## src/hdl/fsc_pkg.sv

```systemverilog
// Package for the flash safety controller: register map, fields, timing
package fsc_pkg;

  // ---------------------------------------------------------------
  // Register offsets
  // ---------------------------------------------------------------
  localparam logic [7:0] FSC_CTRL_OFS   = 8'h00;
  localparam logic [7:0] FSC_COLOUR_OFS = 8'h01;
  localparam logic [7:0] FSC_MAXCUR_OFS = 8'h02;
  localparam logic [7:0] FSC_PIN_OFS    = 8'h06;
  localparam logic [7:0] FSC_FLASH_OFS  = 8'h08;

  // ---------------------------------------------------------------
  // Field positions
  // ---------------------------------------------------------------
  localparam int FSC_MOD_EN_BIT   = 7;   // internal_modulation_enable
  localparam int FSC_COL_EN_BIT   = 6;   // colour_outputs_enable
  localparam int FSC_SW_SEL_BIT   = 5;   // sink_or_switch_select
  localparam int FSC_SWITCH_LSB   = 1;   // blue_switch .. red_switch at 1..3
  localparam int FSC_BRIGHT_LSB   = 1;   // brightness field 3:1 of colour reg
  localparam int FSC_PIN_EN_BIT   = 4;   // trigger-pin enable
  localparam int FSC_FLASH_BIT    = 0;   // flash mode
  localparam int FSC_SAFE_EN_LSB  = 1;   // safety enables blue..red at 1..3
  localparam int FSC_TRIPPED_BIT  = 4;   // read-only safety tripped
  localparam int FSC_EXT_SEL_LSB  = 5;   // external selects blue..red at 5..7

  // ---------------------------------------------------------------
  // Reset values
  // ---------------------------------------------------------------
  localparam logic [7:0] FSC_CTRL_RST   = 8'h20;
  localparam logic [7:0] FSC_COLOUR_RST = 8'h00;
  localparam logic [5:0] FSC_MAXCUR_RST = 6'h00;
  localparam logic       FSC_PIN_RST    = 1'b0;
  localparam logic [7:0] FSC_FLASH_RST  = 8'h00;
  localparam logic [1:0] FSC_CUR_FULL   = 2'h3;

  // ---------------------------------------------------------------
  // Timing
  // ---------------------------------------------------------------
  localparam longint FSC_CLK_HZ      = 125000000;
  localparam longint FSC_SAFE_TIME_MS = 1000;
  localparam longint FSC_PWM_HZ      = 20000;
  localparam int FSC_SAFE_CYC = int'((FSC_CLK_HZ * FSC_SAFE_TIME_MS) / 1000);
  localparam int FSC_PWM_CYC  = int'(FSC_CLK_HZ / FSC_PWM_HZ);

endpackage

```

## src/hdl/fsc_link_if.sv

```systemverilog
// Link between the host end and the flash safety device end
`timescale 1ns/1ps
interface fsc_link_if;
  logic [7:0] regAddr;   // Register address of an access
  logic [7:0] regWdata;  // Write data
  logic       regWr;     // One complete write sequence
  logic       regRd;     // One complete read sequence
  logic [7:0] regRdata;  // Read data, one cycle after regRd
  logic       trigPin;   // Trigger / external modulation pin

  modport dev  (input regAddr, regWdata, regWr, regRd, trigPin, output regRdata);
  modport host (output regAddr, regWdata, regWr, regRd, trigPin, input regRdata);
endinterface

```

## src/hdl/fsc_device.sv

```systemverilog
// Device end: colour sink control, one-shot flash and safety timer
`timescale 1ns/1ps
module fsc_device
  import fsc_pkg::*;
#(
  parameter int SAFE_CYC = FSC_SAFE_CYC,  // Cycles in one second
  parameter int PWM_CYC  = FSC_PWM_CYC    // Cycles in one modulator period
) (
  input  wire logic       clk,        // 125 MHz clock
  input  wire logic       rst,        // Synchronous reset, active high
  fsc_link_if.dev         link,       // Register access and trigger pin
  output logic [2:0]      sinkOn,     // Red, green, blue output on
  output logic [5:0]      sinkLevel,  // Current codes red 5:4, green 3:2, blue 1:0
  output logic            switchMode, // Outputs act as switches
  output logic            safetyTrip  // Safety tripped status
);

  localparam int SW = $clog2(SAFE_CYC + 1);
  localparam int PW = $clog2(PWM_CYC + 1);

  // ---------------------------------------------------------------
  // Helpers
  // ---------------------------------------------------------------
  function automatic logic [PW-1:0] dutyOf(input logic [2:0] bright);
    logic [PW-1:0] d;
    d = PW'(PWM_CYC) >> (3'd7 - bright);
    return (bright == 3'd0) ? '0 : d;
  endfunction

  // ---------------------------------------------------------------
  // Pin synchroniser
  // ---------------------------------------------------------------
  logic trigMeta_r;
  logic trigSync_r;
  logic trigPrev_r;

  always_ff @(posedge clk) begin
    if (rst) begin
      trigMeta_r <= 1'b0;
      trigSync_r <= 1'b0;
      trigPrev_r <= 1'b0;
    end else begin
      trigMeta_r <= link.trigPin;
      trigSync_r <= trigMeta_r;
      trigPrev_r <= trigSync_r;
    end
  end

  // ---------------------------------------------------------------
  // Registers
  // ---------------------------------------------------------------
  logic [7:0] ctrl_r;
  logic [7:0] colour_r;
  logic [5:0] maxCur_r;
  logic       pinEn_r;
  logic [7:0] flash_r;
  logic [7:0] rdata_r;
  logic       tripped_r;

  logic wrCtrl;
  logic wrFlash;
  logic curAccess;
  assign wrCtrl    = link.regWr && link.regAddr == FSC_CTRL_OFS;
  assign wrFlash   = link.regWr && link.regAddr == FSC_FLASH_OFS;
  assign curAccess = (link.regWr || link.regRd) && link.regAddr == FSC_MAXCUR_OFS;

  always_ff @(posedge clk) begin
    if (rst) begin
      ctrl_r   <= FSC_CTRL_RST;
      colour_r <= FSC_COLOUR_RST;
      maxCur_r <= FSC_MAXCUR_RST;
      pinEn_r  <= FSC_PIN_RST;
      flash_r  <= FSC_FLASH_RST;
    end else if (link.regWr) begin
      if (wrCtrl) ctrl_r <= link.regWdata;
      if (link.regAddr == FSC_COLOUR_OFS) colour_r <= link.regWdata;
      if (link.regAddr == FSC_MAXCUR_OFS) maxCur_r <= link.regWdata[5:0];
      if (link.regAddr == FSC_PIN_OFS) pinEn_r <= link.regWdata[FSC_PIN_EN_BIT];
      if (wrFlash) flash_r <= link.regWdata & ~(8'h01 << FSC_TRIPPED_BIT);
    end
  end

  always_ff @(posedge clk) begin
    if (rst) begin
      rdata_r <= 8'h00;
    end else if (link.regRd) begin
      unique case (link.regAddr)
        FSC_CTRL_OFS:   rdata_r <= ctrl_r;
        FSC_COLOUR_OFS: rdata_r <= colour_r;
        FSC_MAXCUR_OFS: rdata_r <= {2'h0, maxCur_r};
        FSC_PIN_OFS:    rdata_r <= 8'(pinEn_r) << FSC_PIN_EN_BIT;
        FSC_FLASH_OFS:  rdata_r <= flash_r | (8'(tripped_r) << FSC_TRIPPED_BIT);
        default:        rdata_r <= 8'h00;
      endcase
    end
  end
  assign link.regRdata = rdata_r;

  logic       modEn;
  logic       colEn;
  logic [2:0] switches;
  logic       flashMode;
  logic [2:0] safeEn;
  logic [2:0] extSel;
  logic       trig;
  assign modEn     = ctrl_r[FSC_MOD_EN_BIT];
  assign colEn     = ctrl_r[FSC_COL_EN_BIT];
  assign switches  = ctrl_r[FSC_SWITCH_LSB +: 3];
  assign flashMode = flash_r[FSC_FLASH_BIT];
  assign safeEn    = flash_r[FSC_SAFE_EN_LSB +: 3];
  assign extSel    = flash_r[FSC_EXT_SEL_LSB +: 3];
  assign trig      = pinEn_r && trigSync_r;

  // ---------------------------------------------------------------
  // One-shot flash sequencing
  // ---------------------------------------------------------------
  logic armed_r;
  logic pulse_r;
  logic spent_r;
  logic flashArm;
  assign flashArm = wrFlash && link.regWdata[FSC_FLASH_BIT] && !flashMode;

  always_ff @(posedge clk) begin
    if (rst) begin
      armed_r <= 1'b0;
      pulse_r <= 1'b0;
      spent_r <= 1'b0;
    end else if (!flashMode) begin
      armed_r <= flashArm;
      pulse_r <= 1'b0;
      spent_r <= 1'b0;
    end else if (armed_r && trig && !trigPrev_r) begin
      armed_r <= 1'b0;
      pulse_r <= 1'b1;
    end else if (pulse_r && !trig) begin
      pulse_r <= 1'b0;
      spent_r <= 1'b1;
    end
  end

  // ---------------------------------------------------------------
  // Safety timer
  // ---------------------------------------------------------------
  logic [SW-1:0] safeCnt_r;
  logic          anySafe;
  logic          countOn;
  assign anySafe = |safeEn;
  assign countOn = flashMode ? trig : 1'b1;

  always_ff @(posedge clk) begin
    if (rst) begin
      safeCnt_r <= '0;
      tripped_r <= 1'b0;
    end else if (!anySafe) begin
      safeCnt_r <= '0;
      tripped_r <= 1'b0;
    end else if (!tripped_r) begin
      if ((!flashMode && curAccess) || (flashMode && trig && !trigPrev_r)) begin
        safeCnt_r <= '0;
      end else if (countOn) begin
        safeCnt_r <= safeCnt_r + SW'(1);
        if (safeCnt_r == SW'(SAFE_CYC - 1)) begin
          tripped_r <= 1'b1;
        end
      end
    end
  end
  assign safetyTrip = tripped_r;

  // ---------------------------------------------------------------
  // Internal modulator
  // ---------------------------------------------------------------
  logic [PW-1:0] pwmCnt_r;

  always_ff @(posedge clk) begin
    if (rst) begin
      pwmCnt_r <= '0;
    end else if (pwmCnt_r == PW'(PWM_CYC - 1)) begin
      pwmCnt_r <= '0;
    end else begin
      pwmCnt_r <= pwmCnt_r + PW'(1);
    end
  end

  logic pwmOn;
  assign pwmOn = pwmCnt_r < dutyOf(colour_r[FSC_BRIGHT_LSB +: 3]);

  // ---------------------------------------------------------------
  // Output drive
  // ---------------------------------------------------------------
  logic [2:0] onNxt;
  logic [5:0] levelNxt;

  always_comb begin
    for (int ch = 0; ch < 3; ch++) begin
      onNxt[ch] = colEn && switches[ch];
      if (modEn) onNxt[ch] = onNxt[ch] && pwmOn;
      if (!flashMode && pinEn_r && extSel[ch]) begin
        onNxt[ch] = onNxt[ch] && trig;
      end
      levelNxt[2*ch +: 2] = maxCur_r[2*ch +: 2];
      if (flashMode && extSel[ch]) begin
        if (pulse_r) begin
          onNxt[ch]           = 1'b1;
          levelNxt[2*ch +: 2] = FSC_CUR_FULL;
        end else if (spent_r) begin
          onNxt[ch] = 1'b0;
        end
      end
      if (tripped_r && safeEn[ch]) onNxt[ch] = 1'b0;
    end
  end

  always_ff @(posedge clk) begin
    if (rst) begin
      sinkOn     <= 3'h0;
      sinkLevel  <= 6'h00;
      switchMode <= FSC_CTRL_RST[FSC_SW_SEL_BIT];
    end else begin
      sinkOn     <= onNxt;
      sinkLevel  <= levelNxt;
      switchMode <= ctrl_r[FSC_SW_SEL_BIT];
    end
  end

endmodule // fsc_device

```

## src/flat_wrapper.sv

```systemverilog
// flat-port wrapper written by rule: the top's interface ports become plain ports
module fsc_device_flat import fsc_pkg::*;
#(
  parameter int SAFE_CYC = FSC_SAFE_CYC,                         
  parameter int PWM_CYC  = FSC_PWM_CYC                                     
)
  (clk, rst, sinkOn, sinkLevel, switchMode, safetyTrip, link_regAddr, link_regWdata, link_regWr, link_regRd, link_trigPin, link_regRdata);
  fsc_link_if link_i ();
  input  wire logic clk;
  input  wire logic rst;
  output logic [2:0] sinkOn;
  output logic [5:0] sinkLevel;
  output logic switchMode;
  output logic safetyTrip;
  input wire logic [$bits(link_i.regAddr)-1:0] link_regAddr;
  input wire logic [$bits(link_i.regWdata)-1:0] link_regWdata;
  input wire logic [$bits(link_i.regWr)-1:0] link_regWr;
  input wire logic [$bits(link_i.regRd)-1:0] link_regRd;
  input wire logic [$bits(link_i.trigPin)-1:0] link_trigPin;
  output wire logic [$bits(link_i.regRdata)-1:0] link_regRdata;
  assign link_i.regAddr = link_regAddr;
  assign link_i.regWdata = link_regWdata;
  assign link_i.regWr = link_regWr;
  assign link_i.regRd = link_regRd;
  assign link_i.trigPin = link_trigPin;
  assign link_regRdata = link_i.regRdata;
  fsc_device #(.SAFE_CYC(SAFE_CYC), .PWM_CYC(PWM_CYC)) u_core (.clk(clk), .rst(rst), .link(link_i), .sinkOn(sinkOn), .sinkLevel(sinkLevel), .switchMode(switchMode), .safetyTrip(safetyTrip));
endmodule
```

## config.mk

```make
export PLATFORM = sky130hd
export DESIGN_NAME = fsc_device_flat
export DESIGN_NICKNAME = d
export VERILOG_FILES = /design/src/hdl/fsc_pkg.sv /design/src/hdl/fsc_link_if.sv /design/src/hdl/fsc_device.sv /design/src/flat_wrapper.sv
export SDC_FILE = /design/constraint.sdc
export NUM_CORES = 1
export LEC_CHECK = 0
export BUFFER_PORTS_ARGS = -buffer_cell sky130_fd_sc_hd__buf_2
export CORE_ASPECT_RATIO = 1.1
export CORE_UTILIZATION = 60
export CTS_CLUSTER_DIAMETER = 30
export CTS_CLUSTER_SIZE = 12
export DETAILED_ROUTE_END_ITERATION = 8
export GPL_TIMING_DRIVEN = 1
export PLACE_DENSITY = 0.8
export REMOVE_ABC_BUFFERS = 1
export SKIP_LAST_GASP = 1
export SYNTH_ARGS = -nofsm -noshare
export SYNTH_HDL_FRONTEND = slang
export SYNTH_SLANG_ARGS = --single-unit
```

## constraint.sdc

```tcl
create_clock -name clk -period 3.12 [get_ports clk]
set_input_delay 0.624 -clock clk [delete_from_list [all_inputs] [get_ports clk]]
set_output_delay 0.624 -clock clk [all_outputs]
set_load 0.01 [all_outputs]
```

==> metrics.md, run 1 <==
| Metric | Value |
|---|---|
| CP endpoint | u_core.sinkOn[0]$_SDFF_PP0_ |
| Clock latency at the later pin of the worst-skew pair | 0.37 ns |
| Reg clk slew, reported paths | 0.11 ns |
| WS Path Type | reg2reg |
| Peak Freq | 384.3 MHz |
| Peak supply drop | 0.0003053 V |
| Slew HR | 0.5679 |
| Synth top area share | 0.4125 |
| Hold slack | 0.4532 ns |
| Worst Setup SP | u_core.colour_r[2]$_SDFFE_PP0P_ |
| # placed instances | 641 |
| Pwr dens | 415.0 nW/µm² |
| Setup TNS | 0 ns |
| Critical path buffers and inverters | 1 |
| Layout cells sized above 1 | 0.1333 |
| Critical Path, Cell by Cell | inv_1 -> ha_1 -> nor2_1 -> a21oi_1 -> ha_1 -> a21oi_1 -> o21ai_0 -> o21ai_0 -> a41oi_1 -> a211oi_1 |
| Worst endpoint required time | 3.38 ns |
| Crit-path max FO | 8 |
| Initial Utilization | 0.6204 |
| CTS tree | built |
| Iter 0 DRT Violations | 210 |
| # IOs | 40 |
| DRT Pass-1 Iters | 7 |
| Worst Hold Class | reg2reg |
| Reg2Reg Setup Slack | 0.52 ns |
| Crit path depth | 10 |
| Violated checks | DRC |
| Synth top area cells | dfxtp_1 41%, nor2_1 8.1%, mux2i_1 7.4%, ha_1 5.7%, xor2_1 4.7% |
| Mapped Cells | 527 |
| Leakage | 2.140 nW |
| Synth Cell Area | 4611 µm² |
| Synth cell count leaders | 100 x nor2_1, 95 x dfxtp_1, 39 x nand2_1 |
| Ys async rst share | 0 |
| Register area share after synthesis | 0.4125 |
| EDFF count, synth | 0 |
| Die W | 85.58 µm |
| CTS hold repair buffers | 0 |
| Synthesis Warnings | 0 |
| Setup repair bufs after CTS | 0 |
| Post-place instance area | 4882 µm² |
| Vias/cell | 5.953 |
| Chip Height | 93.94 µm |
| # resized after CTS | 0 |
| Pins Over Slew Limit | 0 |
| Area grow syn2layout | 10.15% |
| Vias in the first global route | 3637 |
| Residual DRC | 2 |
| Hpwl dp | 7317 µm |
| GR Overflow Total | 0 |
| Vias | 3911 |
| Skew final | 0.01959 ns |
| GRT Total Usage | 0.2607 |
| Max-capacitance violation count | 0 |
| Final setup vio count | 0 |
| Worst path arrival time | 2.87 ns |
| Post-layout nets | 607 |
| Largest net degree at the start of global routing | 31 |
| CP max stage cell | dfxtp_1 |
| Root buffer cell | clkbuf_8 |
| Reg-to-Reg End | u_core.sinkOn[0]$_SDFF_PP0_ |
| Post-layout instance area | 5079 µm² |
| Final worst path period share | 0.8341 |
| # diodes | 0 |
| Top_reg_cell synth | dfxtp_1 |
| RSZ-0062 raised after global routing | false |
| Worst setup SP type | register |
| R2R depth | 10 |
| Largest area contributor in the netlist | dfxtp_1 |
| Count leader, synth | nor2_1 |
| Min Tclk post-route | 2.602 ns |
| Wire length of the first global-routing pass | 16720 µm |
| Initial antenna violation count | 0 |
| Mean area per synthesized cell | 8.749 µm² |
| Tightest Pin Transition | 0.6446 ns |
| FF-to-FF Start | u_core.colour_r[2]$_SDFFE_PP0P_ |
| Clk sinks | 95 |
| Total CTS buffers | 9 |
| Core Region | 7432 µm² |
| Detailed-route wire length per cell | 15.16 µm |
| Fin cells | 657 |
| Antenna-violating nets left | 0 |
| GPL Wtd Cong | 0.8368 |
| Crit. End Element | register |
| Slowest cell delay on critical path | 0.49 ns |
| Row Count | 33 |
| Yosys cell types | 59 |
| Total wire length | 9962 µm |
| H-Tree Depth | 3 |
| Die area | 8039 µm² |
| CP top delay family | compound AO/OA/AOI/OAI gates |
| Clock buffer depth | 2 |
| Final Hold Fails | 0 |
| Seq cells post-synth | 95 |
| PortBufs | 39 |
| Status | finished with violations |
==> power breakdown <==
part           internal [mW]  total, mW  switching, mW  leakage [nW]
clock                  0.315      0.799          0.484        0.0970
sequential              1.22       1.22        0.00716         0.766
combinational         0.0298     0.0849         0.0551          1.28
total                   1.56       2.11          0.546          2.14
==> cell type report <==
cell class	instances	area, µm²
clock inverters	7	72.57
clock buffers	9	123.9
fillers	615	2354
flip-flops and latches	95	1902
multi-input cells	397	2567
repair buffers	45	240.2
well taps	87	108.9
inverters	17	63.81
==> kinds of logic after synthesis <==
kind of cell | after synthesis | synth area share
AND/OR/NAND/NOR | 234 | 0.2521
flip-flops | 95 | 0.4125
AO/OA/AOI/OAI | 75 | 0.1102
multiplexers | 36 | 0.07870
buffers and inverters | 35 | 0.03066
XOR/XNOR | 31 | 0.05889
adder cells (fa/ha/maj) | 21 | 0.05699
==> state kept, by name (all words and copies together) (netlist names) <==
| signal | cells |
|---|---|
| u_core.safeCnt_r | 27 |
| u_core.pwmCnt_r | 13 |
| u_core.colour_r | 8 |
| u_core.ctrl_r | 8 |
| u_core.link.regRdata | 8 |
| u_core.flash_r | 7 |
| u_core.maxCur_r | 6 |
| u_core.sinkLevel | 6 |
| u_core.sinkOn | 3 |
| u_core.armed_r | 1 |
| u_core.pinEn_r | 1 |
| u_core.pulse_r | 1 |
| u_core.safetyTrip | 1 |
| u_core.spent_r | 1 |
| u_core.switchMode | 1 |
| u_core.trigMeta_r | 1 |
| u_core.trigPrev_r | 1 |
| u_core.trigSync_r | 1 |
==> layout by cell type, fill, tap and decap left out, types with 3 or more instances in the layout <==
| cell | synthesis | layout |
|---|---|---|
| clkbuf_8 | 0 | 9 |
| nor4_1 | 4 | 4 |
| dfxtp_1 | 95 | 95 |
| mux2i_1 | 34 | 34 |
| o211ai_1 | 3 | 3 |
| a211oi_1 | 3 | 3 |
| a22oi_1 | 5 | 5 |
| or4_1 | 3 | 3 |
| buf_4 | 1 | 6 |
| inv_1 | 17 | 17 |
| a22o_1 | 3 | 3 |
| xnor2_1 | 6 | 6 |
| o2bb2ai_1 | 3 | 3 |
| a21oi_1 | 27 | 27 |
| xor2_1 | 25 | 25 |
| nand2_1 | 39 | 39 |
| a41oi_1 | 4 | 4 |
| nand2b_1 | 5 | 5 |
| nand3_1 | 21 | 21 |
| and3_1 | 11 | 11 |
| nor3_1 | 5 | 5 |
| ha_1 | 21 | 21 |
| nor2_1 | 100 | 100 |
| nor2b_1 | 7 | 7 |
| buf_2 | 5 | 39 |
| nand4_1 | 14 | 14 |
| and2_1 | 5 | 5 |
| nor3_2 | 3 | 3 |
| o21ai_0 | 12 | 12 |
==> stage by stage <==
stage | setup WS (ns) | total power, mW | util
6_report | 0.5177 | 2.108 | 0.6833
5_1_grt | 0.2782 | 2.183 | 0.6833
4_1_cts | 0.5530 | 2.125 | 0.6833
3_5_place_dp | 0.6031 | 1.337 | 0.6569
3_3_place_gp | 0.7009 | 1.334 | 0.6569
2_1_floorplan | 0.6789 | 1.286 | -
==> metal layers <==
layer,routed length (µm),vias to the layer above,GRT usage
li1,-,1931,-
met1,4332,1878,0.3227
met2,5080,82,0.4533
met3,342,20,0.03779
met4,207,0,0.1069
met5,0,-,0
==> worst min path at each step <==
stage / startpoint / cells past startpoint / end
after floorplan: u_core.trigMeta_r$_SDFF_PP0_ / 1 / u_core.trigSync_r$_SDFF_PP0_
after global placement: u_core.trigMeta_r$_SDFF_PP0_ / 1 / u_core.trigSync_r$_SDFF_PP0_
after detailed placement: u_core.trigMeta_r$_SDFF_PP0_ / 1 / u_core.trigSync_r$_SDFF_PP0_
after CTS: u_core.trigMeta_r$_SDFF_PP0_ / 1 / u_core.trigSync_r$_SDFF_PP0_
after global routing: u_core.trigMeta_r$_SDFF_PP0_ / 1 / u_core.trigSync_r$_SDFF_PP0_
final: u_core.trigMeta_r$_SDFF_PP0_ / 1 / u_core.trigSync_r$_SDFF_PP0_
No activity file was read; power rests on OpenSTA's default activity.
==> inputs of run 2 (changes only) <==
--- a/config.mk
+++ b/config.mk
@@ -7,12 +7,12 @@
 export LEC_CHECK = 0
 export BUFFER_PORTS_ARGS = -buffer_cell sky130_fd_sc_hd__buf_2
 export CORE_ASPECT_RATIO = 1.1
-export CORE_UTILIZATION = 60
+export CORE_UTILIZATION = 59
 export CTS_CLUSTER_DIAMETER = 30
 export CTS_CLUSTER_SIZE = 12
 export DETAILED_ROUTE_END_ITERATION = 8
 export GPL_TIMING_DRIVEN = 1
-export PLACE_DENSITY = 0.8
+export PLACE_DENSITY = 0.79
 export REMOVE_ABC_BUFFERS = 1
 export SKIP_LAST_GASP = 1
 export SYNTH_ARGS = -nofsm -noshare
==> constraint.sdc (replaced) <==
create_clock -name clk -period 2.5 [get_ports clk]
set_input_delay 0.5 -clock clk [delete_from_list [all_inputs] [get_ports clk]]
set_output_delay 0.5 -clock clk [all_outputs]
set_load 0.01 [all_outputs]
==> run 2 against run 1 <==
Against the previous run:
- the flow now finishes without violations
- final area increased by 1.1%
- critical endpoint is now u_core.sinkOn[1]$_SDFF_PP0_
- worst setup slack lost 0.29 ns
- sequential share of layout area decreased by 0.34 points
- highest routed layer unchanged
- count of clock-buffer cells in the layout unchanged
- combinational power up 31%
- die area grew 1.7%
- largest power group unchanged
- core utilization hardly changed
- critical path depth fell by 1
- routed wire length is 2.2% higher
==> metrics.md, run 2 (same netlist as run 1, synthesis figures left out) <==
| Metric | Value |
|---|---|
| Worst endpoint required time | 2.74 ns |
| Initial Utilization | 0.6136 |
| Crit-path max FO | 8 |
| Min Tclk post-route | 2.274 ns |
| Clock buffer depth | 2 |
| Root buffer cell | clkbuf_8 |
| GRT Total Usage | 0.2632 |
| Initial antenna violation count | 0 |
| Fill count | 613 |
| Biggest register | u_core.safeCnt_r |
| Final worst path period share | 0.9095 |
| GPL Wtd Cong | 0.8647 |
| Tightest Pin Transition | 0.6421 ns |
| Post-place instance area | 4927 µm² |
| Vias in the first global route | 3625 |
| Die W | 86.29 µm |
| Antenna-violating nets left | 0 |
| Vias/cell | 5.720 |
| Layout cells sized above 1 | 0.1449 |
| Peak supply drop | 0.0003174 V |
| Area of the multi-input gates | 2574 µm² |
| Top flop regs | u_core.safeCnt_r: 27 flops, u_core.pwmCnt_r: 13 flops |
| Iter 0 DRT Violations | 248 |
| CTS tree | built |
| Final Hold Fails | 0 |
| Crit. End Element | register |
| Setup TNS | 0 ns |
| H-Tree Depth | 3 |
| Commonest non-fill, non-tap cell in the layout | nor2_1 |
| Largest net degree at the start of global routing | 35 |
| Reg clk slew, reported paths | 0.10 ns |
| Worst path arrival time | 2.51 ns |
| Chip Height | 94.72 µm |
| CTS hold repair buffers | 0 |
| Core Region | 7515 µm² |
| Worst setup SP type | register |
| Clock latency at the later pin of the worst-skew pair | 0.37 ns |
| Clk sinks | 95 |
| Most frequent cells in the layout | 99 x nor2_1, 93 x dfxtp_1, 39 x nand2_1, 39 x buf_2, 34 x mux2i_1 |
| # IOs | 40 |
| Worst Hold Class | in2reg |
| Post-layout instance area | 5132 µm² |
| Slew HR | 0.5696 |
| Area grow syn2layout | 11.32% |
| Final setup vio count | 0 |
| Residual DRC | 0 |
| Max reg flops | 27 |
| Register area | 1904 µm² |
| Hpwl dp | 7284 µm |
| WS Path Type | reg2reg |
| Detailed-route wire length per cell | 15.01 µm |
| Max-capacitance violation count | 0 |
| GR Overflow Total | 0 |
| Post-layout nets | 610 |
| Peak Freq | 439.8 MHz |
| RSZ-0062 raised after global routing | false |
| Status | finished clean |
| DRT Pass-1 Iters | 5 |
| Die area | 8172 µm² |
| Vias | 3878 |
| Pins Over Slew Limit | 0 |
| Pwr dens | 514.7 nW/µm² |
| Setup repair bufs after CTS | 0 |
| Leakage | 2.155 nW |
| # diodes | 0 |
| Wire length of the first global-routing pass | 16890 µm |
| PortBufs | 39 |
| Total CTS buffers | 9 |
| Row Count | 33 |
| Total wire length | 10180 µm |
| Skew final | 0.02125 ns |
run 2: cell count changes in the layout (fill, tap and decap cells not counted), sizes merged:
cell and change:
buf +3
run 2: power by group:
part / internal [mW] / total (mW) / switching (mW)
sequential: 1.52 / 1.53 / 0.00870
combinational: 0.0401 / 0.111 / 0.0713
clock: 0.393 / 1.00 / 0.609
total: 1.95 / 2.64 / 0.689
run 2: timing repair:
action                                  4_1_cts  5_1_grt
gates resized for setup                       1        5
endpoints found under the setup margin        2        3
gates cloned                                  0        0
run 2: area by class of cell:
cell class                      instances  area share
Timing Repair Buffer                   48     0.05119
Tap cell                              105     0.02560
Multi-Input combinational cell        397      0.5015
Sequential cell                        95      0.3710
Clock buffer                            9     0.02413
Inverter                               17     0.01243
Clock inverter                          7     0.01414
run 2: layer usage:
layer,global-route usage,part of all wire
met1,0.3310,0.45
met4,0.09028,0.012
met3,0.04720,0.037
met2,0.4537,0.50
met5,0,0
run 2: worst max-delay path: stages, from the launching register on:
cell	delay (ns)
dfxtp_2	0.42
inv_1	0.09
ha_1	0.32
nand2_1	0.10
ha_1	0.35
nand4_1	0.11
a221oi_1	0.26
o21ai_1	0.20
a41oi_1	0.24
a211oi_1	0.07
run 2: worst paths after layout:
check                                       start                           end  slack (ns)  cells past startpoint
hold / removal                       link_trigPin  u_core.trigMeta_r$_SDFF_PP0_        0.35                      2
setup / recovery  u_core.colour_r[2]$_SDFFE_PP0P_   u_core.sinkOn[1]$_SDFF_PP0_        0.23                      9
setup reg to reg  u_core.colour_r[2]$_SDFFE_PP0P_   u_core.sinkOn[1]$_SDFF_PP0_        0.23                      9
hold reg to reg      u_core.trigMeta_r$_SDFF_PP0_  u_core.trigSync_r$_SDFF_PP0_        0.45                      1
run 2: through the flow:
stage / power, mW / setup slack, ns / hold slack (ns) / util / instances
2_1_floorplan: 1.605 / 0.1829 / 0.4138 / - / 509
3_3_place_gp: 1.670 / 0.1550 / 0.4174 / 0.6557 / 662
3_5_place_dp: 1.673 / 0.04266 / 0.4242 / 0.6557 / 662
4_1_cts: 2.656 / 0.03144 / 0.3437 / 0.6820 / 678
5_1_grt: 2.735 / 0.05636 / 0.3370 / 0.6830 / 678
6_report: 2.642 / 0.2263 / 0.3463 / 0.6830 / 678
==> inputs of run 3 (changes only) <==
--- a/config.mk
+++ b/config.mk
@@ -6,13 +6,16 @@
 export NUM_CORES = 1
 export LEC_CHECK = 0
 export BUFFER_PORTS_ARGS = -buffer_cell sky130_fd_sc_hd__buf_2
+export CELL_PAD_IN_SITES_DETAIL_PLACEMENT = 0
+export CELL_PAD_IN_SITES_GLOBAL_PLACEMENT = 1
 export CORE_ASPECT_RATIO = 1.1
-export CORE_UTILIZATION = 59
+export CORE_UTILIZATION = 45
 export CTS_CLUSTER_DIAMETER = 30
 export CTS_CLUSTER_SIZE = 12
 export DETAILED_ROUTE_END_ITERATION = 8
 export GPL_TIMING_DRIVEN = 1
-export PLACE_DENSITY = 0.79
+export PLACE_DENSITY_LB_ADDON = 0.1
+export RECOVER_POWER = 50
 export REMOVE_ABC_BUFFERS = 1
 export SKIP_LAST_GASP = 1
 export SYNTH_ARGS = -nofsm -noshare
==> constraint.sdc (replaced) <==
create_clock -name clk -period 2.5 [get_ports clk]
set_input_delay 0.5 -clock clk [delete_from_list [all_inputs] [get_ports clk]]
set_output_delay 0.5 -clock clk [all_outputs]
set_load 0.02 [all_outputs]
==> run 3 against run 2 <==
Against the previous run:
- non-clock buffer count up 4
- combinational power about the same
- the run now ends with DRC left
- sequential cell count unchanged
- routed wire length up 4.5%
- via count down 2.3%
==> metrics.md, run 3 (same netlist as run 1, synthesis figures left out) <==
| Metric | Value |
|---|---|
| Clock latency at the later pin of the worst-skew pair | 0.37 ns |
| Max-capacitance violation count | 0 |
| Crit path depth | 10 |
| H-Tree Depth | 3 |
| Most used routing layer | met2 |
| Row Count | 38 |
| Die W | 98.51 µm |
| NetSw | 0.6522 mW |
| R2R depth | 10 |
| Root buffer cell | clkbuf_8 |
| CP max stage cell | dfxtp_1 |
| Final Hold Fails | 0 |
| Hold depth | 2 |
| Worst Hold Class | in2reg |
| Vias in the first global route | 3602 |
| Final setup vio count | 0 |
| Top flop regs | u_core.safeCnt_r: 27 flops, u_core.pwmCnt_r: 13 flops |
| Detailed-route wire length per cell | 15.26 µm |
| CP top delay family | compound AO/OA/AOI/OAI gates |
| Reg2Reg Setup Slack | 0.21 ns |
| Leakage | 2.093 nW |
| Slew HR | 0.3531 |
| Skew final | 0.01101 ns |
| Violated checks | DRC |
| Commonest non-fill, non-tap cell in the layout | nor2_1 |
| Met1 usage | 0.2649 |
| Largest net degree at the start of global routing | 55 |
| Peak Freq | 436.9 MHz |
| Vias | 3790 |
| Routing usage on met2 | 0.3531 |
| PortBufs | 39 |
| Tightest Pin Transition | 0.9615 ns |
| GPL Wtd Cong | 0.7920 |
| Status | finished with violations |
| Total CTS buffers | 9 |
| Clock buffer depth | 2 |
| Vias/cell | 5.438 |
| Antenna-violating nets left | 0 |
| Final Util | 0.5219 |
| Peak supply drop | 0.0002243 V |
| Post-layout nets | 614 |
| Critical Path, Cell by Cell | inv_1 -> ha_1 -> nor2_1 -> a21boi_0 -> ha_1 -> a21oi_1 -> o21ai_0 -> a21oi_2 -> a41oi_1 -> a211oi_1 |
| # IOs | 40 |
| Area grow syn2layout | 11.94% |
| RSZ-0062 raised after global routing | false |
| Chip Height | 108.2 µm |
| Comb power frac | 0.040 |
| Biggest register | u_core.safeCnt_r |
| Grt met3 use | 0.02392 |
| # diodes | 0 |
| Post-place instance area | 4989 µm² |
| Min Tclk post-route | 2.289 ns |
| Wire length of the first global-routing pass | 17280 µm |
| Most frequent cells in the layout | 100 x nor2_1, 94 x dfxtp_1, 39 x nand2_1, 34 x mux2i_1, 26 x a21oi_1 |
| DRT Pass-1 Iters | 6 |
| Worst setup SP type | register |
| GR Overflow Total | 0 |
| WS Path Type | reg2reg |
| Hpwl dp | 7776 µm |
| Critical path buffers and inverters | 1 |
| Post-layout instance area | 5161 µm² |
| FF-to-FF Start | u_core.colour_r[1]$_SDFFE_PP0P_ |
| PnR worst setup slack | 0.2113 ns |
| Pins Over Slew Limit | 0 |
| Worst Setup SP | u_core.colour_r[1]$_SDFFE_PP0P_ |
| CTS hold repair buffers | 0 |
| Crit-path max FO | 6 |
| Register area | 1903 µm² |
| Hold wc startpoint | link_trigPin |
| Layout cells sized above 1 | 0.1057 |
| Fill count | 983 |
| Final worst path period share | 0.9155 |
| Pre-CTS setup slack | 0.1277 ns |
| Worst endpoint required time | 2.79 ns |
| Setup repair bufs after CTS | 0 |
| Total wire length | 10640 µm |
| GRT Total Usage | 0.2061 |
| Crit-path most repeated cell | ha_1 |
| Pwr dens | 539.6 nW/µm² |
| Iter 0 DRT Violations | 114 |
| Residual DRC | 3 |
| Setup TNS | 0 ns |
| Worst path arrival time | 2.57 ns |
| Switching power share of the total | 0.2342 |
| CTS tree | built |
| Reg power frac | 0.549 |
| Die area | 10650 µm² |
| Initial Utilization | 0.4662 |
| Internal power | 2.133 mW |
| Clk sinks | 95 |
| Reg clk slew, reported paths | 0.10 ns |
| Crit. End Element | register |
| Slowest cell delay on critical path | 0.43 ns |
| Core Region | 9889 µm² |
| Initial antenna violation count | 0 |
| Clock power frac | 0.412 |
| Max reg flops | 27 |
| Area of the multi-input gates | 2551 µm² |
| Hold slack | 0.3380 ns |
-- run 3: cell types whose count changed in the layout (fill, tap and decap cells not counted), sizes merged --
cell	delta
clkbuf	+24
buf	-20
bufinv	+2
clkinv	-2
clkinvlp	+1
inv	-1
-- run 3: path summary, 6_finish.rpt --
path                                        to
setup / recovery   u_core.sinkOn[2]$_SDFF_PP0_
setup reg to reg   u_core.sinkOn[2]$_SDFF_PP0_
hold reg to reg   u_core.trigSync_r$_SDFF_PP0_
hold / removal    u_core.trigMeta_r$_SDFF_PP0_
-- run 3: layout make-up --
| cell class | instances | share of cell area |
|---|---|---|
| clock buffer | 9 | 0.02400 |
| multi-input combinational | 397 | 0.4943 |
| clock inverter | 7 | 0.01964 |
| inverter | 17 | 0.01236 |
| tap | 120 | 0.02909 |
| timing repair buffer | 52 | 0.05188 |
| sequential | 95 | 0.3687 |
-- run 3: layer usage --
metal	part of all wire	wire (µm)	vias to the layer above
li1	-	-	1927
met2	0.48	5060	41
met4	0.017	176	0
met1	0.49	5207	1810
met5	0	0	-
met3	0.018	195	12
-- run 3: power by group through the flow --
stage / clock, mW / sequential (mW) / combinational (mW)
6_report: 1.15 / 1.53 / 0.110
3_5_place_dp: 0 / 1.56 / 0.113
2_1_floorplan: 0 / 1.56 / 0.0443
4_1_cts: 1.19 / 1.53 / 0.114
3_3_place_gp: 0 / 1.56 / 0.113
5_1_grt: 1.25 / 1.53 / 0.121
-- run 3: worst register-to-register path, delay by kind of cell, from the launching register on --
kind	cells	cell delay, ns
flip-flops	1	0.43
AND/OR/NAND/NOR	1	0.20
adder cells (fa/ha/maj)	2	0.53
AO/OA/AOI/OAI	6	0.95
buffers and inverters	1	0.10
-- run 3: per-stage QoR --
step                std cells  power, mW
floorplan                 509      1.605
global placement          681      1.675
detailed placement        681      1.677
CTS                       697      2.828
global route              697      2.898
finish                    697      2.785
-- run 3: what timing repair did --
| action | 4_1_cts | 5_1_grt |
|---|---|---|
| resized for setup | 0 | 3 |
| endpoints found under the setup margin | 0 | 3 |
| endpoints found under the hold margin | 0 | 0 |
